===== config.mk =====
export PLATFORM = sky130hd
export DESIGN_NAME = oes_output_sequencer
export DESIGN_NICKNAME = d
export VERILOG_FILES = /design/src/rtl/oes_pkg.sv /design/src/rtl/oes_output_sequencer.sv
export SDC_FILE = /design/constraint.sdc
export NUM_CORES = 1
export LEC_CHECK = 0
export BUFFER_PORTS_ARGS = -buffer_cell sky130_fd_sc_hd__buf_4
export CAP_MARGIN = 20
export CORE_UTILIZATION = 60
export CTS_CLUSTER_DIAMETER = 120
export DETAILED_ROUTE_END_ITERATION = 16
export PLACE_DENSITY = 0.84
export SYNTH_ARGS = -nofsm -noshare
export SYNTH_HDL_FRONTEND = slang
export SYNTH_SLANG_ARGS = --single-unit

===== constraint.sdc =====
create_clock -name clk -period 3.05 [get_ports clk]
set_input_delay 0.61 -clock clk [delete_from_list [all_inputs] [get_ports clk]]
set_output_delay 0.61 -clock clk [all_outputs]
set_load 0.02 [all_outputs]

===== src/rtl/oes_pkg.sv =====
// shared constants and types for the output enable sequencer
package oes_pkg;

  localparam int          NUM_CHAN       = 3;
  localparam int          DELAY_W        = 22;
  // delays are in milliseconds; 0 to 3600 s
  localparam int          DELAY_MAX_S    = 3600;
  localparam int          MS_PER_S       = 1000;
  localparam logic [21:0] DELAY_MAX_MS   = 22'(DELAY_MAX_S * MS_PER_S);
  localparam logic [21:0] DELAY_RST_MS   = 22'h00_0000;
  // timer resolution and block clock
  localparam int          TICK_MS        = 1;
  localparam int          CLK_HZ         = 100_000_000;
  localparam int          TICK_CYCLES    = CLK_HZ / 1000 * TICK_MS;
  localparam int          TICK_W         = 17;
  // channel bit positions: low rail, positive rail, negative rail
  localparam int          LOW_RAIL_BIT   = 0;
  localparam int          POS_RAIL_BIT   = 1;
  localparam int          NEG_RAIL_BIT   = 2;
  localparam logic [2:0]  CHAN_ALL       = 3'h7;
  localparam logic [2:0]  CHAN_NONE      = 3'h0;
  localparam logic [2:0]  OUT_RST        = 3'h0;
  // non-volatile coupling value at power up
  localparam logic [2:0]  COUPLE_RST     = 3'h0;

  typedef enum logic [1:0] {
    OES_SD_OFF     = 2'b00,
    OES_SD_LATCHED = 2'b01,
    OES_SD_LIVE    = 2'b10
  } oes_sd_mode_type;

  typedef enum logic [1:0] {
    OES_PAIR_OFF      = 2'b00,
    OES_PAIR_PARALLEL = 2'b01,
    OES_PAIR_SERIES   = 2'b10,
    OES_PAIR_TRACKING = 2'b11
  } oes_pair_mode_type;

  // output on/off command, one-cycle valid
  typedef struct packed {
    logic       valid;
    logic       on;
    logic [2:0] chan;
  } oes_out_cmd_type;

  // delay programming, rise selects turn-on delay
  typedef struct packed {
    logic               valid;
    logic               rise;
    logic [2:0]         chan;
    logic [DELAY_W-1:0] ms;
  } oes_delay_wr_type;

  // generic masked strobe (coupling write, protection clear)
  typedef struct packed {
    logic       valid;
    logic [2:0] chan;
  } oes_mask_wr_type;

endpackage


===== src/rtl/oes_output_sequencer.sv =====
// output enable sequencer for three supply channels
// Notes on behaviour
// RQ1: outputs switch per command; state reads 0 off, 1 on; reset: all off
// RQ2: legacy mode switches all three together; general mode per channel
// RQ3: state readback shows commanded value even while a delay is pending
// RQ4: command to any coupled channel switches group, each with own delay
// RQ5: protection trip on one coupled channel shuts only that channel
// RQ6: on-couple and off-couple trigger pins switch the coupled group
// RQ7: exactly one coupled set; each write replaces it
// RQ8: coupling write forces all outputs off; coupling survives settings reset
// RQ9: turn-off delay 0..3600 s in 1 ms steps, reset 0, holds output on
// RQ10: protection shutdowns bypass the turn-off delay
// RQ11: turn-on delay 0..3600 s, 1 ms steps, applies to every off-to-on
// RQ12: asserted shutdown input disables outputs; commanded-off stay unaffected
// RQ13: latched mode: rising edge latches off until input false and cleared
// RQ14: live mode: enabled outputs follow the shutdown input level
// RQ15: off mode ignores shutdown input; power-up reset selects off
// RQ16: shutdown mode survives settings reset as non-volatile setting
// RQ17: host keeps coupling and tracking off in parallel or series pairing
// RQ18: protection clear releases trip latch; prior output state then returns
// RQ19: delays count 1 ms ticks; a new command restarts the pending delay
// RQ20: shutdown input synchronised before edge detect; one edge per assertion
module oes_output_sequencer #(
  parameter int TICK_CYCLES = oes_pkg::TICK_CYCLES
) (
  input  wire logic                      clk,
  input  wire logic                      rst_n,
  input  wire logic                      settings_reset,
  input  wire logic                      legacy_mode,
  input  wire oes_pkg::oes_out_cmd_type  out_cmd,
  input  wire oes_pkg::oes_delay_wr_type delay_wr,
  input  wire oes_pkg::oes_mask_wr_type  couple_wr,
  input  wire logic                      sd_mode_wr,
  input  wire oes_pkg::oes_sd_mode_type  sd_mode_in,
  input  wire logic                      pair_wr,
  input  wire oes_pkg::oes_pair_mode_type pair_mode_in,
  input  wire logic [2:0]                prot_trip,
  input  wire oes_pkg::oes_mask_wr_type  prot_clear,
  input  wire logic                      panel_clear,
  input  wire logic                      shutdown_input,
  input  wire logic                      couple_on_pin,
  input  wire logic                      couple_off_pin,
  output logic [2:0]                     out_enable,
  output logic [2:0]                     out_state,
  output logic [2:0]                     couple_set,
  output oes_pkg::oes_sd_mode_type       sd_mode,
  output oes_pkg::oes_pair_mode_type     pair_mode,
  output logic                           latched_shutdown_status,
  output logic [2:0]                     trip_status
);

  localparam logic [oes_pkg::TICK_W-1:0] TICK_LAST =
    oes_pkg::TICK_W'(TICK_CYCLES - 1);

  // pin synchronisers: stage one feeds stage two only
  logic       sd_meta;
  logic       sd_sync;
  logic       sd_prev;
  logic [1:0] cpl_meta;
  logic [1:0] cpl_sync;
  logic [1:0] cpl_prev;

  logic [oes_pkg::TICK_W-1:0] tick_cnt;
  logic                       tick;

  logic [oes_pkg::DELAY_W-1:0] rise_ms [oes_pkg::NUM_CHAN];
  logic [oes_pkg::DELAY_W-1:0] fall_ms [oes_pkg::NUM_CHAN];

  logic [oes_pkg::DELAY_W-1:0] clipped_ms;
  logic [2:0]                  cmd_mask;
  logic [2:0]                  pin_on_mask;
  logic [2:0]                  pin_off_mask;
  logic [2:0]                  restart;
  logic [2:0]                  next_state;
  logic                        sd_edge;
  logic                        sd_block;
  logic                        clear_any;
  logic                        force_all_off;
  logic [2:0]                  want;

  always_ff @(posedge clk or negedge rst_n) begin
    if (!rst_n) begin
      sd_meta  <= 1'b0;
      sd_sync  <= 1'b0;
      sd_prev  <= 1'b0;
      cpl_meta <= 2'b00;
      cpl_sync <= 2'b00;
      cpl_prev <= 2'b00;
    end else begin
      sd_meta  <= shutdown_input;
      sd_sync  <= sd_meta;                       // RQ20
      sd_prev  <= sd_sync;
      cpl_meta <= {couple_off_pin, couple_on_pin};
      cpl_sync <= cpl_meta;
      cpl_prev <= cpl_sync;
    end
  end

  // free-running millisecond tick shared by all channel timers
  // sharing one tick costs up to one tick of jitter on every delay
  always_ff @(posedge clk or negedge rst_n) begin
    if (!rst_n) begin
      tick_cnt <= '0;
      tick     <= 1'b0;
    end else if (tick_cnt == TICK_LAST) begin
      tick_cnt <= '0;
      tick     <= 1'b1;                          // RQ19
    end else begin
      tick_cnt <= tick_cnt + oes_pkg::TICK_W'(1);
      tick     <= 1'b0;
    end
  end

  always_comb begin
    sd_edge      = sd_sync && !sd_prev;          // RQ20
    clear_any    = prot_clear.valid || panel_clear;
    pin_on_mask  = (cpl_sync[0] && !cpl_prev[0]) ? couple_set : 3'h0; // RQ6
    pin_off_mask = (cpl_sync[1] && !cpl_prev[1]) ? couple_set : 3'h0; // RQ6
    cmd_mask     = 3'h0;
    if (out_cmd.valid) begin
      if (legacy_mode) begin
        cmd_mask = oes_pkg::CHAN_ALL;            // RQ2
      end else if ((out_cmd.chan & couple_set) != 3'h0) begin
        cmd_mask = out_cmd.chan | couple_set;    // RQ4
      end else begin
        cmd_mask = out_cmd.chan;                 // RQ2
      end
    end
    next_state = out_state;
    next_state = next_state & ~pin_off_mask;
    next_state = next_state | pin_on_mask;
    if (out_cmd.on) begin
      next_state = next_state | cmd_mask;        // RQ1
    end else begin
      next_state = next_state & ~cmd_mask;       // RQ1
    end
    restart       = cmd_mask | pin_on_mask | pin_off_mask; // RQ19
    force_all_off = couple_wr.valid || settings_reset;     // RQ8
    clipped_ms    = (delay_wr.ms > oes_pkg::DELAY_MAX_MS) ?
                    oes_pkg::DELAY_MAX_MS : delay_wr.ms;
  end

  // what each channel timer chases once blocking is applied
  always_comb begin
    // live mode follows level, latched mode holds until cleared
    sd_block = latched_shutdown_status ||
               (sd_mode == oes_pkg::OES_SD_LIVE && sd_sync);  // RQ14
    // commanded-off channels are untouched by shutdown and stay off
    want = out_state & ~trip_status & ~{3{sd_block}};        // RQ12
  end

  // commanded configuration, which is what state readback shows
  always_ff @(posedge clk or negedge rst_n) begin
    if (!rst_n) begin
      out_state <= oes_pkg::OUT_RST;             // RQ1
    end else if (force_all_off) begin
      out_state <= oes_pkg::OUT_RST;             // RQ8
    end else begin
      out_state <= next_state;                   // RQ3
    end
  end

  // non-volatile settings: only power-up reset touches them
  always_ff @(posedge clk or negedge rst_n) begin
    if (!rst_n) begin
      couple_set <= oes_pkg::COUPLE_RST;
      sd_mode    <= oes_pkg::OES_SD_OFF;         // RQ15
    end else begin
      if (couple_wr.valid) begin
        couple_set <= couple_wr.chan;            // RQ7
      end
      if (sd_mode_wr) begin
        sd_mode <= sd_mode_in;                   // RQ16
      end
    end
  end

  // pairing is stored only; the host keeps it consistent with coupling
  always_ff @(posedge clk or negedge rst_n) begin
    if (!rst_n) begin
      pair_mode <= oes_pkg::OES_PAIR_OFF;
    end else if (settings_reset) begin
      pair_mode <= oes_pkg::OES_PAIR_OFF;        // RQ17
    end else if (pair_wr) begin
      pair_mode <= pair_mode_in;
    end
  end

  // latched shutdown: a new edge wins over a clear in the same cycle
  always_ff @(posedge clk or negedge rst_n) begin
    if (!rst_n) begin
      latched_shutdown_status <= 1'b0;
    end else if (sd_mode == oes_pkg::OES_SD_LATCHED && sd_edge) begin
      latched_shutdown_status <= 1'b1;           // RQ13
    end else if (sd_mode != oes_pkg::OES_SD_LATCHED) begin
      latched_shutdown_status <= 1'b0;           // RQ15
    end else if (clear_any && !sd_sync) begin
      latched_shutdown_status <= 1'b0;           // RQ13
    end
  end

  // protection trip latch per channel; trip wins over clear
  always_ff @(posedge clk or negedge rst_n) begin
    if (!rst_n) begin
      trip_status <= 3'h0;
    end else if (prot_clear.valid) begin
      trip_status <= (trip_status & ~prot_clear.chan) | prot_trip; // RQ18
    end else if (panel_clear) begin
      trip_status <= prot_trip;                  // RQ18
    end else begin
      trip_status <= trip_status | prot_trip;    // RQ5
    end
  end

  // delay programming, values above the maximum are clipped
  always_ff @(posedge clk or negedge rst_n) begin
    if (!rst_n) begin
      for (int i = 0; i < oes_pkg::NUM_CHAN; i++) begin
        rise_ms[i] <= oes_pkg::DELAY_RST_MS;     // RQ11
        fall_ms[i] <= oes_pkg::DELAY_RST_MS;     // RQ9
      end
    end else begin
      for (int i = 0; i < oes_pkg::NUM_CHAN; i++) begin
        if (settings_reset) begin
          rise_ms[i] <= oes_pkg::DELAY_RST_MS;   // RQ11
          fall_ms[i] <= oes_pkg::DELAY_RST_MS;   // RQ9
        end else if (delay_wr.valid && delay_wr.chan[i]) begin
          if (delay_wr.rise) begin
            rise_ms[i] <= clipped_ms;            // RQ11
          end else begin
            fall_ms[i] <= clipped_ms;            // RQ9
          end
        end
      end
    end
  end

  // per-channel sequencing timer and physical enable
  for (genvar g = 0; g < oes_pkg::NUM_CHAN; g++) begin : g_chan
    logic immediate_off;

    // protection, shutdown and coupling writes cut power without delay
    assign immediate_off = trip_status[g] || prot_trip[g] || sd_block ||
                           force_all_off;        // RQ10

    oes_chan_timer #(
      .DELAY_W(oes_pkg::DELAY_W)
    ) u_timer (
      .clk          (clk),
      .rst_n        (rst_n),
      .tick         (tick),
      .want         (want[g]),
      .restart      (restart[g]),
      .immediate_off(immediate_off),
      .rise_ms      (rise_ms[g]),
      .fall_ms      (fall_ms[g]),
      .phys         (out_enable[g])
    );
  end

endmodule // oes_output_sequencer

// one channel's sequencing timer and physical enable
module oes_chan_timer #(
  parameter int DELAY_W = oes_pkg::DELAY_W
) (
  input  wire logic               clk,
  input  wire logic               rst_n,
  input  wire logic               tick,
  input  wire logic               want,
  input  wire logic               restart,
  input  wire logic               immediate_off,
  input  wire logic [DELAY_W-1:0] rise_ms,
  input  wire logic [DELAY_W-1:0] fall_ms,
  output logic                    phys
);

  logic               target;
  logic [DELAY_W-1:0] remain;

  // goal is reloaded before counting, so a zero delay still costs two cycles
  always_ff @(posedge clk or negedge rst_n) begin
    if (!rst_n) begin
      target <= 1'b0;
      phys   <= 1'b0;                            // RQ1
      remain <= '0;
    end else if (immediate_off) begin
      target <= 1'b0;
      phys   <= 1'b0;                            // RQ10
      remain <= '0;
    end else if (restart || want != target) begin
      // reload on any change of goal, including a repeated command
      target <= want;                            // RQ19
      remain <= want ? rise_ms : fall_ms;        // RQ11
    end else if (phys != target) begin
      if (remain == '0) begin
        phys <= target;                          // RQ9
      end else if (tick) begin
        remain <= remain - DELAY_W'(1);          // RQ19
      end
    end
  end

endmodule // oes_chan_timer


==> results of run 1 <==
power by group:
part | internal [mW] | switching (mW) | total (mW)
clock network | 1.94 | 1.29 | 3.23
logic | 0.342 | 0.648 | 0.991
registers | 3.43 | 0.122 | 3.55
total | 5.71 | 2.06 | 7.77
stage by stage:
stage,setup slack [ns],std cells,total power [mW],utilization [%]
floorplan,0.738,1320,4.15,-
global placement,0.370,1612,4.52,66.3
detailed placement,0.282,1612,4.56,66.3
CTS,0.255,1657,7.77,70.7
global route,0.0640,1658,8.04,70.8
finish,0.219,1659,7.77,70.8
flip-flops by register name, summed over array words and instances, names as in the netlist:
register / cells
g_chan.u_timer.target: 3
rise_ms: 66
couple_set: 3
cpl_prev: 2
fall_ms: 66
sd_prev: 1
g_chan.u_timer.remain: 66
cpl_sync: 2
sd_meta: 1
cpl_meta: 2
pair_mode: 2
out_state: 3
trip_status: 3
tick: 1
sd_sync: 1
g_chan.u_timer.phys: 3
sd_mode: 2
tick_cnt: 17
latched_shutdown_status: 1
metal layers:
metal	up-vias	global-route usage [%]	part of all wire, %
li1	4841	-	-
met3	121	6.22	9.2
met1	5097	44.2	39
met2	503	51.9	46
met4	0	16.4	4.9
met5	-	0	0
cells in the final DEF (no fill, tap or decap), types with 24 or more instances in the layout:
cell type / netlist / layout
a211oi_1: 63 / 63
a21oi_1: 47 / 47
buf_4: 4 / 102
clkbuf_16: 0 / 27
dfrtp_1: 245 / 245
mux2i_1: 24 / 24
nand2_1: 236 / 236
nand3_1: 51 / 51
nor2_1: 150 / 150
o21ai_0: 83 / 83
xnor2_1: 25 / 25
logic make-up (layout without fill, tap and decap cells):
| group | after synthesis | count (layout) |
|---|---|---|
| simple gates | 577 | 577 |
| mux | 33 | 33 |
| buf+inv | 94 | 167 |
| xor+xnor | 48 | 48 |
| flops | 245 | 245 |
| compound gates | 319 | 319 |
| other cells | 0 | 1 |
| fa+ha+maj | 4 | 4 |
worst paths after layout:
kind                                                end                   startpoint  cells past startpoint
min                        g_chan[0].u_timer.remain[18]                        rst_n                      1
min in group clk                            cpl_meta[0]                couple_on_pin                      1
max reg2reg                g_chan[0].u_timer.remain[17]  g_chan[0].u_timer.remain[0]                      8
min reg2reg                                 cpl_sync[1]                  cpl_meta[1]                      0
max in group asynchronous                   rise_ms[28]                        rst_n                      2
max                        g_chan[0].u_timer.remain[17]  g_chan[0].u_timer.remain[0]                      8
final cells by class:
| class | instances | area, um^2 |
|---|---|---|
| antenna | 1 | 2.50 |
| clock buffer | 37 | 783 |
| clock inverter | 8 | 90.1 |
| fill | 1379 | 5760 |
| inverter | 16 | 60.1 |
| multi-input combinational | 981 | 5720 |
| sequential | 245 | 6130 |
| tap | 265 | 332 |
| timing repair buffer | 106 | 836 |
==> results.md, run 1 <==
* Post-CTS resize count at 0
* Count leader, synth: dfrtp_1
* TritonCTS buffer count at 26
* I/O Pins at 74
* XOR/XNOR Fraction of Synth Area at between 3 and 4%
* Clock-pin slew on the worst setup and hold paths at about 0.06 ns
* Share of cells above drive strength 1 at roughly 15%
* GRT overflow at 0
* Area growth, synth to finish at 14.3%
* Row count at about 50
* Vias at between 10000 and 15000
* Slew @ Worst Pin at slightly above 0.9 ns
* Final #Nets at roughly 1400
* Placer Congestion at 0.941
* Top post-synthesis cells by area: dfrtp_1 50%, nand2_1 7.3%, nor2_1 4.6%, a211oi_1 3.9%, o21ai_0 3.4%
* Area share of fa/ha/maj cells after synthesis at 0.410%
* RSZ-0062 raised after global routing: no
* DRT iter0 DRCs at 1086
* Min cycle time layout at about 2.8 ns
* Setup crit end kind: flip-flop
* Leak at around 6.2 nW
* VDD IR max at 0.414 mV
* Critical path's top delay family: compound AO/OA/AOI/OAI gates
* Clk_lat worst skew at approximately 0.53 ns
* Mapped Cells at between 1000 and 1500
* Synth Register Bits at roughly 250
* Die ar. at ~21000 um^2
* Top FF cell, synth: dfrtp_1
* Tcrit/Tclk final at 92.8%
* First-pass GRT wire length at about 53000 um
* Sequential share of the synthesized area at between 50% and 60%
* Final Slew Violations at 0
* Status: finished, final reports clean
* Core Area at 19700 um^2
* Total track usage at around 33%
* Hold_ws at roughly 0.057 ns
* Mapped Area at roughly 12000 um^2
* Slowest cell on crit path: o41a_1
* Critical Path Max Stage Delay at between 0.7 and 0.8 ns
* Max transition margin at 37.6%
* Vias in the first global route at 10200
* Setup TNS at 0 ns
* Min-delay worst type: input pin to asynchronous set/reset pin
* Syn_area_per_cell at approximately 9.3 um^2
* Number of flops mapped to enable cells by yosys at 0
* Routed length per instance at 19.9 um
* Antenna violations before repair at 1
* Netlist cell types at 90
* DR pass1 iterations at 5
* Nature of the critical path startpoint: flip-flop
* Finished layout cell area at about 14000 um^2
* Final setup vio count at 0
* Post-synthesis compound-gate area fraction at about 18%
* Post CTS Setup Buffer Count at 0
* Pwr/cell area at roughly 560 nW/um^2
* Worst endpoint data arrival time at around 3.3 ns
* Worst-path cell chain: inv_1, ha_1, nor4b_4, nand4_2, o41a_1, and4_4, o32ai_2, o21a_1
* CTS max path bufs at 3
* Multiplexer share of the synthesized area at under 10%
* Initial Util at around 62%
* Crit Path Category: flip-flop to flip-flop
* CTS root buf: clkbuf_16
* WP buf/inv at 1
* Largest net degree at the start of global routing at between 70 and 80
* Max_cap viols at 0
* Post-DP HPWL at 23000 um
* Final Hold Viols at 0
* Routed Antenna Nets at 0
* DRC errors left at 0
* Die Span Y at roughly 140 um
* Final wirelength at around 33000 um
* Ys Warns at 0
* IO buf count at 73
* Area leader, netlist: dfrtp_1
* Synth cell count leaders: 245 x dfrtp_1, 236 x nand2_1, 150 x nor2_1, 83 x o21ai_0, 63 x a211oi_1
* Placed cell area at 13100 um^2
* Clock sink total at about 250
* FF-to-FF setup slack at ~0.22 ns
* H-tree levels at 1
* WP data required at 3.52 ns
* Post-synthesis simple-gate area fraction at approximately 22%
* Fmax at about 350 MHz
* Average vias per placed instance at ~6.4
* Main combinational cell family by area after synthesis: simple AND/OR/NAND/NOR gates
* Chip Width at ~140 um
* Critical path peak fanout at 19
* CTS tree: yes
* Hold Buf Count CTS at 0
* Clk_skew at between 0.009 and 0.01 ns
* Share of async-settable or async-resettable flops after synthesis at 100%
* Syn Nets at about 1400
* Synth top area share at between 50% and 60%
Power figures use the tool's default switching activity.
==> inputs of run 2 (changes only) <==
--- a/config.mk
+++ b/config.mk
@@ -7,10 +7,10 @@
 export LEC_CHECK = 0
 export BUFFER_PORTS_ARGS = -buffer_cell sky130_fd_sc_hd__buf_4
 export CAP_MARGIN = 20
-export CORE_UTILIZATION = 60
+export CORE_UTILIZATION = 35
 export CTS_CLUSTER_DIAMETER = 120
 export DETAILED_ROUTE_END_ITERATION = 16
-export PLACE_DENSITY = 0.84
+export PLACE_DENSITY = 0.56
 export SYNTH_ARGS = -nofsm -noshare
 export SYNTH_HDL_FRONTEND = slang
 export SYNTH_SLANG_ARGS = --single-unit
==> run 2 against run 1 <==
Compared with the run above: non-clock buffer count rose by 10; combinational power barely moved; highest routed layer is now met5; utilization fell by 29 points; hold slack got worse by 0.0081 ns; power rose by 4.6%; worst setup slack improved by 0.16 ns; maximum frequency rose by 6.2%; clock power rose by 10%.
==> results.md, run 2 (synthesis results as in run 1) <==
* IO buf count at 73
* Tcrit/Tclk final at 87.4%
* Clock sink total at around 250
* Routed Antenna Nets at 0
* Final #Nets at approximately 1400
* DR pass1 iterations at 5
* DRT iter0 DRCs at about 800
* Post-place setup slack at just over 0.4 ns
* Core Area at roughly 34000 um^2
* RSZ-0062 raised after global routing: no
* WP data required at approximately 3.5 ns
* CTS tree: yes
* Die ar. at roughly 36000 um^2
* Post-CTS resize count at 0
* Clk_skew at approximately 0.017 ns
* Total track usage at around 21%
* Worst endpoint data arrival time at ~3.1 ns
* Final cell count without fillers at between 1500 and 2000
* Worst setup slack after layout at approximately 0.38 ns
* CTS max path bufs at 3
* Largest net degree at the start of global routing at 79
* Fmax at 375 MHz
* DRC errors left at 0
* Final Hold Viols at 0
* Antenna violations before repair at 4
* Nature of the critical path startpoint: flip-flop
* Final Slew Violations at 0
* Average vias per placed instance at around 5.4
* Total chip power at between 8 and 9 mW
* Crit Path Category: flip-flop to flip-flop
* Routed length per instance at roughly 20 um
* CTS root buf: clkbuf_16
* I/O Pins at 74
* Clk_lat worst skew at around 0.55 ns
* FF-to-FF setup slack at 0.38 ns
* H-tree levels at 1
* Reg-to-reg critical path startpoint: latched_shutdown_status
* Pwr/cell area at approximately 560 nW/um^2
* Placer Congestion at 0.883
* Commonest non-fill, non-tap cell in the layout: dfrtp_1
* Post-DP HPWL at 26200 um
* Setup crit end kind: flip-flop
* Final setup vio count at 0
* Post-Place Cells at about 1800
* Min cycle time layout at around 2.7 ns
* Die Span Y at approximately 190 um
* Row count at 68
* TritonCTS buffer count at 28
* Vias at around 10000
* Post CTS Setup Buffer Count at 0
* Vias in the first global route at approximately 9900
* Leak at 6.34 nW
* Max transition margin at between 40 and 50%
* Status: finished, final reports clean
* Clock-pin slew on the worst setup and hold paths at approximately 0.060 ns
* Final wirelength at between 30000 and 40000 um
* Area growth, synth to finish at 17.8%
* R2r endpoint: g_chan[0].u_timer.remain[16]
* Min-delay worst type: input pin to asynchronous set/reset pin
* GRT overflow at 0
* Slew @ Worst Pin at around 0.89 ns
* Largest registers: fall_ms (66), g_chan.u_timer.remain (66), rise_ms (66)
* First-pass GRT wire length at 57600 um
* Most frequent cells in the layout: 245 x dfrtp_1, 236 x nand2_1, 150 x nor2_1
* Max_cap viols at 0
* FF-to-FF path depth at 6
* Initial Util at a little over a third
* Hold Buf Count CTS at 0
* Critical path peak fanout at 16
* Setup TNS at 0 ns
* Chip Width at about 190 um
* VDD IR max at 0.506 mV
* Share of cells above drive strength 1 at ~15%
## run 2: cell count changes in the layout (fill, tap and decap cells not counted), moves of 2 or more
cell / previous run / this run
diode_2: 1 / 4
clkinv_2: 6 / 4
bufinv_16: 2 / 4
clkbuf_1: 3 / 6
clkbuf_16: 27 / 29
clkbuf_8: 7 / 5
buf_4: 102 / 112
## run 2: layout make-up
class / count / area, um^2
Fill cell: 3411 / 20100
Sequential cell: 245 / 6130
Multi-Input combinational cell: 981 / 5720
Timing Repair Buffer: 116 / 916
Clock buffer: 40 / 817
Tap cell: 455 / 569
Clock inverter: 10 / 156
Inverter: 16 / 60.1
Antenna cell: 4 / 10.0
## run 2: report_power, final
part,switching (mW),internal [mW]
clock network,1.37,2.19
logic,0.669,0.349
registers,0.118,3.43
## run 2: critical path: stages, from the launching register on
cell	delay (ns)
dfrtp_1	0.47
nor3b_2	0.61
a21bo_2	0.26
nand4_1	0.25
nand2_1	0.57
nor2_1	0.12
o221a_1	0.25
## run 2: metal layers
metal  up-vias  part of all wire (%)  GRT usage (%)
li1       4858                     -              -
met1      4964                    45           28.7
met2       255                    46           32.6
met3        54                   6.7           4.53
met4         2                   2.3           5.06
met5         -                 0.030              0
## run 2: metrics by stage
stage                     hold WS, ns  area (um^2)  utilization [%]
final                          0.0485        14400             41.7
after CTS                      0.0789        14400             41.7
after global routing           0.0988        14400             41.7
after floorplan                 0.314        12200                -
after detailed placement        0.338        13400             38.9
after global placement          0.334        13400             38.9
## run 2: how the worst max path moves through the flow
stage                           startpoint                            to  slack, ns
6_report           latched_shutdown_status  g_chan[0].u_timer.remain[16]       0.38
5_1_grt            latched_shutdown_status  g_chan[0].u_timer.remain[21]       0.27
4_1_cts            latched_shutdown_status  g_chan[0].u_timer.remain[10]       0.42
3_5_place_dp                  delay_wr[19]                   fall_ms[63]       0.41
3_3_place_gp                  delay_wr[12]                   rise_ms[51]       0.43
2_1_floorplan  g_chan[2].u_timer.remain[0]   g_chan[2].u_timer.remain[8]       0.74
